[src/hw/sca_pkg.sv]
// Constants, types and helpers of the supply control-source arbiter.
// Assumes a single 50 MHz system clock shared by every user.
package sca_pkg;

    // ------------------------------------------------------------
    // Timing
    // ------------------------------------------------------------
    localparam int CLK_HZ = 50_000_000;
    localparam int ALT_TIME_MS = 500;
    localparam int ALT_HOLD_CYCLES = (CLK_HZ / 1000) * ALT_TIME_MS;
    localparam int DEB_TIME_US = 1000;
    // Least time, so rounded up
    localparam int DEB_HOLD_CYCLES =
        ((CLK_HZ / 1000) * DEB_TIME_US + 999) / 1000;

    // ------------------------------------------------------------
    // Widths and default values
    // ------------------------------------------------------------
    localparam int SET_W = 12;
    localparam int OUT_W = 16;
    localparam int RATE_W = 16;
    localparam logic [OUT_W-1:0] NOM_VOLTAGE_DEF = 16'h8000;
    localparam logic [OUT_W-1:0] NOM_CURRENT_DEF = 16'h8000;

    // ------------------------------------------------------------
    // Control source
    // ------------------------------------------------------------
    typedef enum logic [1:0]
    {
        SCA_PANEL = 2'h0,
        SCA_ANALOG = 2'h1,
        SCA_HOST = 2'h3
    } sca_mode_e;

    localparam sca_mode_e MODE_RESET = SCA_PANEL;

    // Linear map of an analog code onto zero to 4095/4096 of nominal
    function automatic logic [OUT_W-1:0] sca_scale(
        input logic [SET_W-1:0] code,
        input logic [OUT_W-1:0] nominal
    );
        logic [SET_W+OUT_W-1:0] prod;
        prod = code * nominal;
        return prod[SET_W+OUT_W-1:SET_W];
    endfunction : sca_scale

endpackage : sca_pkg

[src/hw/sca_debounce.sv]
// Synchroniser and debouncer for one slow input.
// Assumes the input is free to change at any time.
`timescale 1ns/1ps

module sca_debounce
    import sca_pkg::*;
#(
    parameter int CYCLES = DEB_HOLD_CYCLES
)
(
    input wire logic clock,
    input wire logic rst,
    input wire logic raw,
    output logic level,
    output logic rise
);

    localparam int CW = $clog2(CYCLES + 1);
    localparam logic [CW-1:0] LAST = CW'(CYCLES - 1);

    typedef struct packed
    {
        logic sync1;
        logic sync2;
        logic stable;
        logic rise;
        logic [CW-1:0] count;
    } sca_deb_s;

    sca_deb_s s;
    sca_deb_s next_s;

    // ------------------------------------------------------------
    // Filter
    // ------------------------------------------------------------
    always_comb
    begin
        next_s = s;
        next_s.sync1 = raw;
        next_s.sync2 = s.sync1;
        next_s.rise = 1'b0;
        if (s.sync2 == s.stable)
        begin
            next_s.count = '0;
        end
        else if (s.count == LAST)
        begin
            next_s.stable = s.sync2;
            next_s.rise = s.sync2;
            next_s.count = '0;
        end
        else
        begin
            next_s.count = s.count + 1'b1;
        end
    end

    always_ff @(posedge clock)
    begin
        if (rst)
        begin
            s <= '0;
        end
        else
        begin
            s <= next_s;
        end
    end

    assign level = s.stable;
    assign rise = s.rise;

    a_rise_is_edge: assert property (@(posedge clock) disable iff (rst)
        rise |-> level && !$past(level))
        else $error("debounce rise without a level edge");

endmodule : sca_debounce

[src/hw/sca_arbiter.sv]
// Control-source arbiter and blocking-error latch of the supply.
// Assumes host commands arrive decoded as one-cycle strobes and
// that analog codes and panel setpoints are already digitised.
`timescale 1ns/1ps

module sca_arbiter
    import sca_pkg::*;
#(
    parameter int ALT_CYCLES = ALT_HOLD_CYCLES,
    parameter int DEB_CYCLES = DEB_HOLD_CYCLES,
    parameter logic [OUT_W-1:0] NOMINAL_VOLTAGE = NOM_VOLTAGE_DEF,
    parameter logic [OUT_W-1:0] NOMINAL_CURRENT = NOM_CURRENT_DEF
)
(
    input wire logic clock,
    input wire logic rst,
    input wire logic hasPanel,
    input wire logic storedAnalog,
    input wire logic pullupDisableOption,
    input wire logic disableLine,
    input wire logic disableLineOpen,
    input wire logic analogOnSignal,
    input wire logic abortEscapeButton,
    input wire logic outputToggleButton,
    input wire logic panelMenuButton,
    input wire logic hostCmdValid,
    input wire logic hostCmdIsSetting,
    input wire logic hostCmdListen,
    input wire logic hostCmdClearStatus,
    input wire logic hostCmdOutputOn,
    input wire logic hostCmdOutputOff,
    input wire logic errorEvent,
    input wire logic regulatingCurrent,
    input wire logic [RATE_W-1:0] voltageRampRate,
    input wire logic [RATE_W-1:0] currentRampRate,
    input wire logic [SET_W-1:0] analogVoltageIn,
    input wire logic [SET_W-1:0] analogCurrentIn,
    input wire logic [OUT_W-1:0] panelVoltageSet,
    input wire logic [OUT_W-1:0] panelCurrentSet,
    input wire logic [OUT_W-1:0] hostVoltageSet,
    input wire logic [OUT_W-1:0] hostCurrentSet,
    output logic outputEnable,
    output logic rampStart,
    output logic [RATE_W-1:0] rampRate,
    output logic [OUT_W-1:0] voltageSetpoint,
    output logic [OUT_W-1:0] currentSetpoint,
    output logic errorLamp,
    output logic showErrorView,
    output logic remoteLamp,
    output logic listeningMode,
    output logic [1:0] controlMode
);

    localparam int ALT_CW = $clog2(ALT_CYCLES + 1);
    localparam logic [ALT_CW-1:0] ALT_LAST = ALT_CW'(ALT_CYCLES - 1);

    typedef struct packed
    {
        logic started;
        sca_mode_e mode;
        logic listening;
        logic outputOn;
        logic errorActive;
        logic rampStart;
        logic analogOnPrev;
        logic showError;
        logic [ALT_CW-1:0] altCount;
        logic [RATE_W-1:0] rampRate;
        logic [OUT_W-1:0] voltageSet;
        logic [OUT_W-1:0] currentSet;
    } sca_arb_s;

    sca_arb_s s;
    sca_arb_s next_s;

    // ------------------------------------------------------------
    // Input conditioning
    // ------------------------------------------------------------
    logic disableRaw;
    logic disLevel;
    logic disRise;
    logic abortPress;
    logic togglePress;
    logic menuPress;

    // Open pin reads low, or high with the pull-up fitted
    assign disableRaw = disableLineOpen ? pullupDisableOption
                                        : disableLine;

    sca_debounce #(.CYCLES(DEB_CYCLES)) u_deb_disable
    (
        .clock(clock),
        .rst(rst),
        .raw(disableRaw),
        .level(disLevel),
        .rise(disRise)
    );

    sca_debounce #(.CYCLES(DEB_CYCLES)) u_deb_abort
    (
        .clock(clock),
        .rst(rst),
        .raw(abortEscapeButton),
        .level(),
        .rise(abortPress)
    );

    sca_debounce #(.CYCLES(DEB_CYCLES)) u_deb_toggle
    (
        .clock(clock),
        .rst(rst),
        .raw(outputToggleButton),
        .level(),
        .rise(togglePress)
    );

    sca_debounce #(.CYCLES(DEB_CYCLES)) u_deb_menu
    (
        .clock(clock),
        .rst(rst),
        .raw(panelMenuButton),
        .level(),
        .rise(menuPress)
    );

    // ------------------------------------------------------------
    // Source decisions
    // ------------------------------------------------------------
    logic panelActive;
    logic analogActive;
    logic hostMode;
    logic strapAnalog;
    logic hostBlocked;
    logic listenQuery;
    logic hostTakes;
    logic overridePress;
    logic hostAct;
    logic analogOnRise;
    logic onReq;
    logic offReq;
    logic clearReq;

    assign panelActive = s.started && s.mode == SCA_PANEL;
    assign analogActive = s.started && s.mode == SCA_ANALOG;
    assign hostMode = s.started && s.mode == SCA_HOST;
    assign strapAnalog = !hasPanel || storedAnalog;
    assign hostBlocked = hasPanel && analogActive;
    assign listenQuery = s.listening && !hostCmdIsSetting;
    // Panel-less analog units may be taken over here
    assign hostTakes = s.started && hostCmdValid && !hostCmdListen
                       && !hostMode && !hostBlocked && !listenQuery;
    assign overridePress = hostMode && s.outputOn
                           && (togglePress || menuPress);
    // Panel override beats a host command in the same cycle
    assign hostAct = hostCmdValid && (hostMode || hostTakes)
                     && !overridePress;
    assign analogOnRise = analogOnSignal && !s.analogOnPrev;

    always_comb
    begin
        onReq = 1'b0;
        offReq = 1'b0;
        if (analogActive)
        begin
            onReq = (disRise && analogOnSignal)
                    || (analogOnRise && disLevel);
            offReq = !analogOnSignal;
        end
        else if (panelActive)
        begin
            onReq = togglePress && !s.outputOn;
            offReq = togglePress && s.outputOn;
        end
        if (hostAct && hostCmdIsSetting)
        begin
            onReq = onReq || hostCmdOutputOn;
            offReq = offReq || hostCmdOutputOff;
        end
        // Errors refuse turn-on, a cleared error needs a new request
        onReq = onReq && !s.errorActive && !errorEvent
                && disLevel && !s.outputOn;
        offReq = offReq || errorEvent || !disLevel
                 || overridePress;
        clearReq = abortPress
                   || (analogActive && disRise)
                   || (hostAct && hostCmdClearStatus);
    end

    // ------------------------------------------------------------
    // Next state
    // ------------------------------------------------------------
    always_comb
    begin
        next_s = s;
        next_s.rampStart = 1'b0;
        next_s.analogOnPrev = analogOnSignal;
        next_s.rampRate = regulatingCurrent ? currentRampRate
                                            : voltageRampRate;

        if (!s.started)
        begin
            next_s.started = 1'b1;
            next_s.mode = strapAnalog ? SCA_ANALOG : SCA_PANEL;
        end
        else if (overridePress)
        begin
            next_s.mode = SCA_PANEL;
        end
        else if (hostTakes)
        begin
            next_s.mode = SCA_HOST;
        end
        else if (panelActive && hasPanel && storedAnalog)
        begin
            next_s.mode = SCA_ANALOG;
        end
        else if (analogActive && hasPanel && !storedAnalog)
        begin
            next_s.mode = SCA_PANEL;
        end

        if (hostCmdValid && hostCmdListen)
        begin
            next_s.listening = 1'b1;
        end
        else if (hostTakes && hostCmdIsSetting)
        begin
            next_s.listening = 1'b0;
        end

        if (offReq)
        begin
            next_s.outputOn = 1'b0;
        end
        else if (onReq)
        begin
            next_s.outputOn = 1'b1;
            next_s.rampStart = 1'b1;
        end

        // Set wins over clear so no event is lost
        next_s.errorActive = errorEvent
                             || (s.errorActive && !clearReq);

        if (!next_s.errorActive)
        begin
            next_s.showError = 1'b0;
            next_s.altCount = '0;
        end
        else if (!s.errorActive)
        begin
            next_s.showError = 1'b1;
            next_s.altCount = '0;
        end
        else if (s.altCount == ALT_LAST)
        begin
            next_s.showError = !s.showError;
            next_s.altCount = '0;
        end
        else
        begin
            next_s.altCount = s.altCount + 1'b1;
        end

        case (s.mode)
            SCA_ANALOG:
            begin
                next_s.voltageSet = sca_scale(analogVoltageIn,
                                              NOMINAL_VOLTAGE);
                next_s.currentSet = sca_scale(analogCurrentIn,
                                              NOMINAL_CURRENT);
            end
            SCA_HOST:
            begin
                next_s.voltageSet = hostVoltageSet;
                next_s.currentSet = hostCurrentSet;
            end
            default:
            begin
                next_s.voltageSet = panelVoltageSet;
                next_s.currentSet = panelCurrentSet;
            end
        endcase
    end

    always_ff @(posedge clock)
    begin
        if (rst)
        begin
            s <= '0;
            s.mode <= MODE_RESET;
        end
        else
        begin
            s <= next_s;
        end
    end

    // ------------------------------------------------------------
    // Outputs
    // ------------------------------------------------------------
    assign outputEnable = s.outputOn;
    assign rampStart = s.rampStart;
    assign rampRate = s.rampRate;
    assign voltageSetpoint = s.voltageSet;
    assign currentSetpoint = s.currentSet;
    assign errorLamp = s.errorActive;
    assign showErrorView = s.showError;
    assign remoteLamp = s.mode == SCA_HOST;
    assign listeningMode = s.listening;
    assign controlMode = s.mode;

    // ------------------------------------------------------------
    // Checks
    // ------------------------------------------------------------
    a_error_forces_off: assert property (@(posedge clock)
        disable iff (rst)
        errorEvent |=> !outputEnable)
        else $error("output stayed on after an error event");

    a_error_refuses_on: assert property (@(posedge clock)
        disable iff (rst)
        s.errorActive && !s.outputOn |=> !outputEnable)
        else $error("output turned on while an error was active");

    a_error_view_flip: assert property (@(posedge clock)
        disable iff (rst)
        errorLamp && $past(errorLamp)
        && showErrorView != $past(showErrorView)
        |-> $past(s.altCount) == ALT_LAST)
        else $error("error view changed before half a second");

    a_error_view_first: assert property (@(posedge clock)
        disable iff (rst)
        $rose(errorLamp) |-> showErrorView)
        else $error("error message not shown first");

    a_abort_clears: assert property (@(posedge clock)
        disable iff (rst)
        abortPress && !errorEvent |=> !errorLamp)
        else $error("abort press did not clear the error");

    a_start_mode: assert property (@(posedge clock)
        disable iff (rst)
        $rose(s.started) |-> s.mode ==
        ($past(strapAnalog) ? SCA_ANALOG : SCA_PANEL))
        else $error("wrong control source after start");

    a_panel_no_line_on: assert property (@(posedge clock)
        disable iff (rst)
        panelActive && !togglePress && !hostCmdValid && !s.outputOn
        |=> !outputEnable)
        else $error("panel mode turned on without the toggle button");

    a_host_blocked: assert property (@(posedge clock)
        disable iff (rst)
        hostBlocked |=> controlMode != SCA_HOST)
        else $error("analog setting passed control straight to host");

    a_listen_monitor: assert property (@(posedge clock)
        disable iff (rst)
        s.started && s.listening && hostCmdValid && !hostCmdIsSetting
        && !hostMode |=> !remoteLamp)
        else $error("query in listening mode took control");

    a_host_lamp: assert property (@(posedge clock)
        disable iff (rst)
        hostTakes |=> remoteLamp ##1 remoteLamp || !hostMode)
        else $error("host command did not light the remote lamp");

    a_override_panel: assert property (@(posedge clock)
        disable iff (rst)
        overridePress |=> !outputEnable && controlMode == SCA_PANEL)
        else $error("panel override did not switch off to panel");

    a_line_low_off: assert property (@(posedge clock)
        disable iff (rst)
        !disLevel |=> !outputEnable)
        else $error("output on while the disable line is low");

    a_ramp_on_edge: assert property (@(posedge clock)
        disable iff (rst)
        rampStart |-> outputEnable && !$past(outputEnable)
        && rampRate == ($past(regulatingCurrent) ?
        $past(currentRampRate) : $past(voltageRampRate)))
        else $error("ramp start without a turn-on or wrong rate");

    a_analog_scale: assert property (@(posedge clock)
        disable iff (rst)
        $past(s.mode) == SCA_ANALOG |-> voltageSetpoint ==
        sca_scale($past(analogVoltageIn), NOMINAL_VOLTAGE))
        else $error("analog voltage setpoint not scaled");

    a_clear_stays_off: assert property (@(posedge clock)
        disable iff (rst)
        $fell(errorLamp) |-> !outputEnable)
        else $error("clearing an error turned the output on");

endmodule : sca_arbiter

[config.mk]
export PLATFORM = sky130hd
export DESIGN_NAME = sca_arbiter
export DESIGN_NICKNAME = d
export VERILOG_FILES = /design/src/hw/sca_pkg.sv /design/src/hw/sca_debounce.sv /design/src/hw/sca_arbiter.sv
export SDC_FILE = /design/constraint.sdc
export NUM_CORES = 1
export LEC_CHECK = 0
export CAP_MARGIN = 40
export CORE_MARGIN = 2
export CORE_UTILIZATION = 66
export CTS_BUF_LIST = sky130_fd_sc_hd__clkbuf_2 sky130_fd_sc_hd__clkbuf_4 sky130_fd_sc_hd__clkbuf_8
export DETAILED_ROUTE_END_ITERATION = 8
export DONT_BUFFER_PORTS = 1
export PLACE_DENSITY = 0.82
export SLEW_MARGIN = 20
export SYNTH_ARGS = -nofsm -noshare
export SYNTH_HDL_FRONTEND = slang
export SYNTH_SLANG_ARGS = --single-unit
[constraint.sdc]
create_clock -name clock -period 2.2 [get_ports clock]
set_input_delay 0.44 -clock clock [delete_from_list [all_inputs] [get_ports clock]]
set_output_delay 0.44 -clock clock [all_outputs]
set_load 0.05 [all_outputs]
Word level (Yosys, flattened, before mapping):

Index checks and enable logic that the tools add are counted.

* bits of input ports: 139
* output and inout bits: 56
* word-level logic and storage cells: 163
* register bits after elaboration: 162

* reductions and logical operators: 77
* bitwise logic cells: 10
* equality and inequality tests: 13
* add/subtract/negate cells: 5
* muxes and demuxes: 26

Operators by type and width (number)
* 2-to-1 mux 82 bit: 1
* adder 16 x 1 -> 16 bit (second input constant): 4
* equality test 16 bit (second input constant): 4
* one-hot mux 32 bit (2 select lines): 1
* 2-to-1 mux 26 bit: 2
* logical AND 1 bit: 32
* adder 25 x 1 -> 25 bit (second input constant): 1
* equality test 25 bit (second input constant): 1
* 2-to-1 mux 25 bit: 1
* OR reduction 3 bit: 8
* zero test 1 bit: 16
* 2-to-1 mux 16 bit: 1
* 2-to-1 mux 1 bit: 15
* logical OR 1 bit: 12
* 2-to-1 mux 2 bit: 5
* NOT 1 bit: 10
* AND reduction 2 bit: 4
* inequality test 5 x 1 -> 1 bit (second input constant): 1
* equality test 1 bit: 4
* OR reduction 2 bit: 2
* OR reduction 4 bit: 1
* equality test 2 x 1 -> 1 bit (second input constant): 1
* equality test 2 bit (second input constant): 1
* zero test 2 bit: 1
* other kinds (2): 2

Logic depth before layout (Yosys ltp):

* depth in word-level cells: 18
* gate-level depth with buffers: 7
* mapped depth without buffers: 6

Cells and area by module:

A second synthesis with hierarchy kept.

* cells, all modules: 799
* area total of the unflattened synthesis: 7403.4 µm²

By module, submodules not included
* sca_arbiter: cells an instance 443, area each 4080.2 µm², sequential area each 1641.6 µm², times used 1
* sca_debounce: cells an instance 89, area each 830.8 µm², sequential area each 400.4 µm², times used 4

Least setup slack after synthesis:

Ideal clock, no wire load.

* kind: register -> register
* start point: register s, in the netlist errorLamp
* end point: register s[57] (netlist bit)
* buffers on the path: 1
* arrival: 1.897 ns
* required time: 2.135 ns
* cell stages (with the launch flop): 7
* library setup time: 0.065 ns
* clock period less this slack: 1.961 ns
* setup slack: 0.239 ns
* cells stage by stage: dfxtp_1 nand2b_1 a221o_1 a311oi_4 nand3b_2 buf_2 nor2_1

* cells in the longest elaborated chain, start to end: 4
* elaborated cells on any way between the ends: 5
* those cells by class: 2 x bitwise; 3 x reduce/logical

RTL lines
* start, declared: line sca_arbiter.sv:73 `sca_arb_s s;`
* start signal, assigned: line sca_arbiter.sv:295 `s <= next_s;`
* logical AND 1 bit: line sca_arbiter.sv:243 `|| (s.errorActive && !clearReq);`
* logical OR 1 bit: line sca_arbiter.sv:243
* NOT 1 bit (no source line)
* OR reduction 4 bit (no source line) (*)

Every way passes the cells marked *; elsewhere a longest branch is shown, timed or not.
A chain may end at the register's enable or synchronous reset.

Worst setup path after layout:

* start point: register s[48] (netlist bit)
* end point: register s[64] (netlist bit)

* cells in the longest elaborated chain, start to end: 2
* elaborated cells on any way between the ends: 3
* those cells by class: 1 x add/sub; 1 x eq/ne; 1 x reduce/logical

RTL lines
* parallel branches: the longest is 2 deep, another holds adder 25 x 1 -> 25 bit

Several ways; the timed one is not identified.

==> flow_summary.yaml <==
setup_path:
  path_cells: "ha_1 -> nand2_1 -> or3_1 -> nor4_2 -> nand3b_4 -> nor2_1"
  start_kind: "register"
  crit_family: "simple AND/OR/NAND/NOR gates"
  cp-end-kind: "register"
  crit_path_top_delay_cell: "dfxtp_1"
  worstSetupPathType: "reg2reg"
  cp_max_fo: 25
  arrival_ps: 2340
  max_stage_delay_ps: 380
  required_ps: 2530
  cp_num_buf_inv: 0
global_route:
  grt_pass1_wl_um: 23200
  antenna_found_initial: 0
  first_global_vias: 4865
  track_usage: 0.262
  overflow: 0
  grt_max_degree: 74
logic_synthesis:
  ys_seq_area_frac: 0.458
  ys_top_cells_by_area: "dfxtp_1, nor2_1, mux2i_1"
  yosys_warnings: 0
  synth_top_area_cell: "dfxtp_1"
  synth.avg_cell_area_um2: 8.98
  synth_area_um2: 7080
  syn_nets: 933
  synth_top_family_by_area: "simple AND/OR/NAND/NOR gates"
  async_flop_share: 0
  synth_simple_gate_area_share: 0.232
  synth_edf_count: 0
  synth_mux_area_frac: 0.0636
  synth_cell_types: 45
  synth.most_common_cell: "nor2_1"
  synth-compound-area-share: 0.0555
  synth_flop_cell: "dfxtp_1"
  synth_top_area_share: 0.458
  synth-adder-area-share: 0.00883
  ys_ff_latch: 162
  synth_common_cells: "nor2_1, dfxtp_1, buf_4, xor2_1, mux2i_1"
  synthCells: 789
  synth_xor_area_frac: 0.103
sta:
  drv_slew: 0
  timing.fmax_mhz: 499
  tightest_slew_ps: 667
  final.setup.tns_ps: 0
  holdWs_ps: 48.4
  post-route-period-util: 0.911
  post-route-min-period_ps: 2000
  relSlewSlack: 0.552
  finClkSkew_ps: 10.0
  rsz0062_at_grt: "no"
  finalSetupViolations: 0
  finalHoldViolCount: 0
cts:
  clock_latency_ps: 450
  postCtsSetupBuffers: 0
  clk_pin_slew_ps: 80
  cts_root_buf: "clkbuf_8"
  cts_buffers: 17
  cts_sinks: 162
  cts_tree: "built"
  htree_levels: 4
  clk_path_buf_depth: 2
finish:
  area_growth_pct: 2.83
  finish.net_count: 882
  diodes: 0
  fin_area_um2: 7280
  final_layout_size_suffix_gt1_frac: 0.0599
die:
  io_pins: 195
  die_width_um: 108
  fp.coreArea_um2: 10400
  rows: 37
  start_util: 0.683
  dieArea_um2: 11600
  fp.dieH_um: 108
placement:
  gp_congestion: 0.913
  post_dp_cell_area_um2: 6820
  post-dp-hpwl_um: 10900
  port_buffers: 0
route:
  routed_wl_um: 14800
  vias: 5106
  avgViaCountPerCell: 5.76
  drt_iter0_markers: 281
  first_pass_iters: 5
  detail-route-antenna-nets: 0
  wl_per_cell_um: 16.6
  drc: 0
outcome:
  outcome: "completed"
pwr:
  pwr-share-comb: 0.038
  p_clk_frac: 0.409
  p_seq_frac: 0.553
  switching_power_w: 0.00147
  intPower_w: 0.00450
  p_leak_nw: 2.55
  power.density_nw_per_um2: 820
  switching_share: 0.246
  peakVddDrop_uv: 706
  fin_total_pwr_w: 0.00597
job:
  cap_viol_max_count: 0
min_path:
  hold_class: "in2reg"
## layout make-up
type	count	area [um^2]
Fill cell	782	3090
Inverter	18	67.6
Tap cell	136	170
Timing Repair Buffer	7	52.6
Clock inverter	13	204
Sequential cell	162	3250
Multi-Input combinational cell	532	3290
Clock buffer	19	255
## per-layer routing
metal  share of wire  up-vias  track usage
li1                -     2514            -
met1            0.40     2374        0.288
met2            0.50      179        0.450
met3           0.066       39       0.0914
met4           0.034        0        0.126
met5               0        -            0
## sequential cells by signal (all words and copies together), names as in the netlist, 2 cells and up
name and flops:
controlMode 2, currentSetpoint 16, rampRate 16, s 27, u_deb_abort.s 17, u_deb_disable.s 17
u_deb_menu.s 17, u_deb_toggle.s 17, voltageSetpoint 16
## power by group through the flow
stage	registers, W	logic, W	clock network [W]
6_report	0.00330	0.000229	0.00244
3_3_place_gp	0.00337	0.000220	0
5_1_grt	0.00331	0.000258	0.00260
4_1_cts	0.00330	0.000230	0.00248
2_1_floorplan	0.00312	0.000539	0
3_5_place_dp	0.00337	0.000228	0
## logic make-up after synthesis
kind of cell	Yosys count
AOI/OAI and AO/OA	54
xor gates and xnor gates	83
adders and majority gates	5
buffers and inverters	95
DFF	162
muxes	45
and+or+nand+nor	345
## stage by stage
stage / util / cells / worst slack [ps]
6_report: 0.702 / 887 / 196
3_3_place_gp: 0.657 / 855 / 251
3_5_place_dp: 0.657 / 855 / 124
5_1_grt: 0.702 / 887 / 44.4
2_1_floorplan: - / 789 / 239
4_1_cts: 0.701 / 887 / 65.7
## cell usage in the layout (no fill, tap or decap), drive strengths merged, types with 12 or more instances in the layout
master / instances
nand3: 39
nand2: 36
xnor2: 36
xor2: 47
and3: 15
dfxtp: 162
inv: 20
clkbuf: 19
nor3: 12
nor2b: 17
a21oi: 12
mux2i: 45
a211oi: 26
nand4: 19
nor2: 167
## path summary, 6_finish.rpt
kind,slack (ps),endpoint,startpoint,cells after the start
worst max-delay path,200,s[64],s[48],6
worst min-delay path,50,rampRate[13],rst,1
worst max register to register,200,s[64],s[48],6
worst min register to register,440,u_deb_disable.s[18],u_deb_disable.next_s[18],1
## repair_timing
action | CTS | global route
resized for setup | 0 | 1
hold buffers | 0 | 0
setup endpoints to repair | 0 | 25
Note: power is estimated with default switching activity, not from simulation.
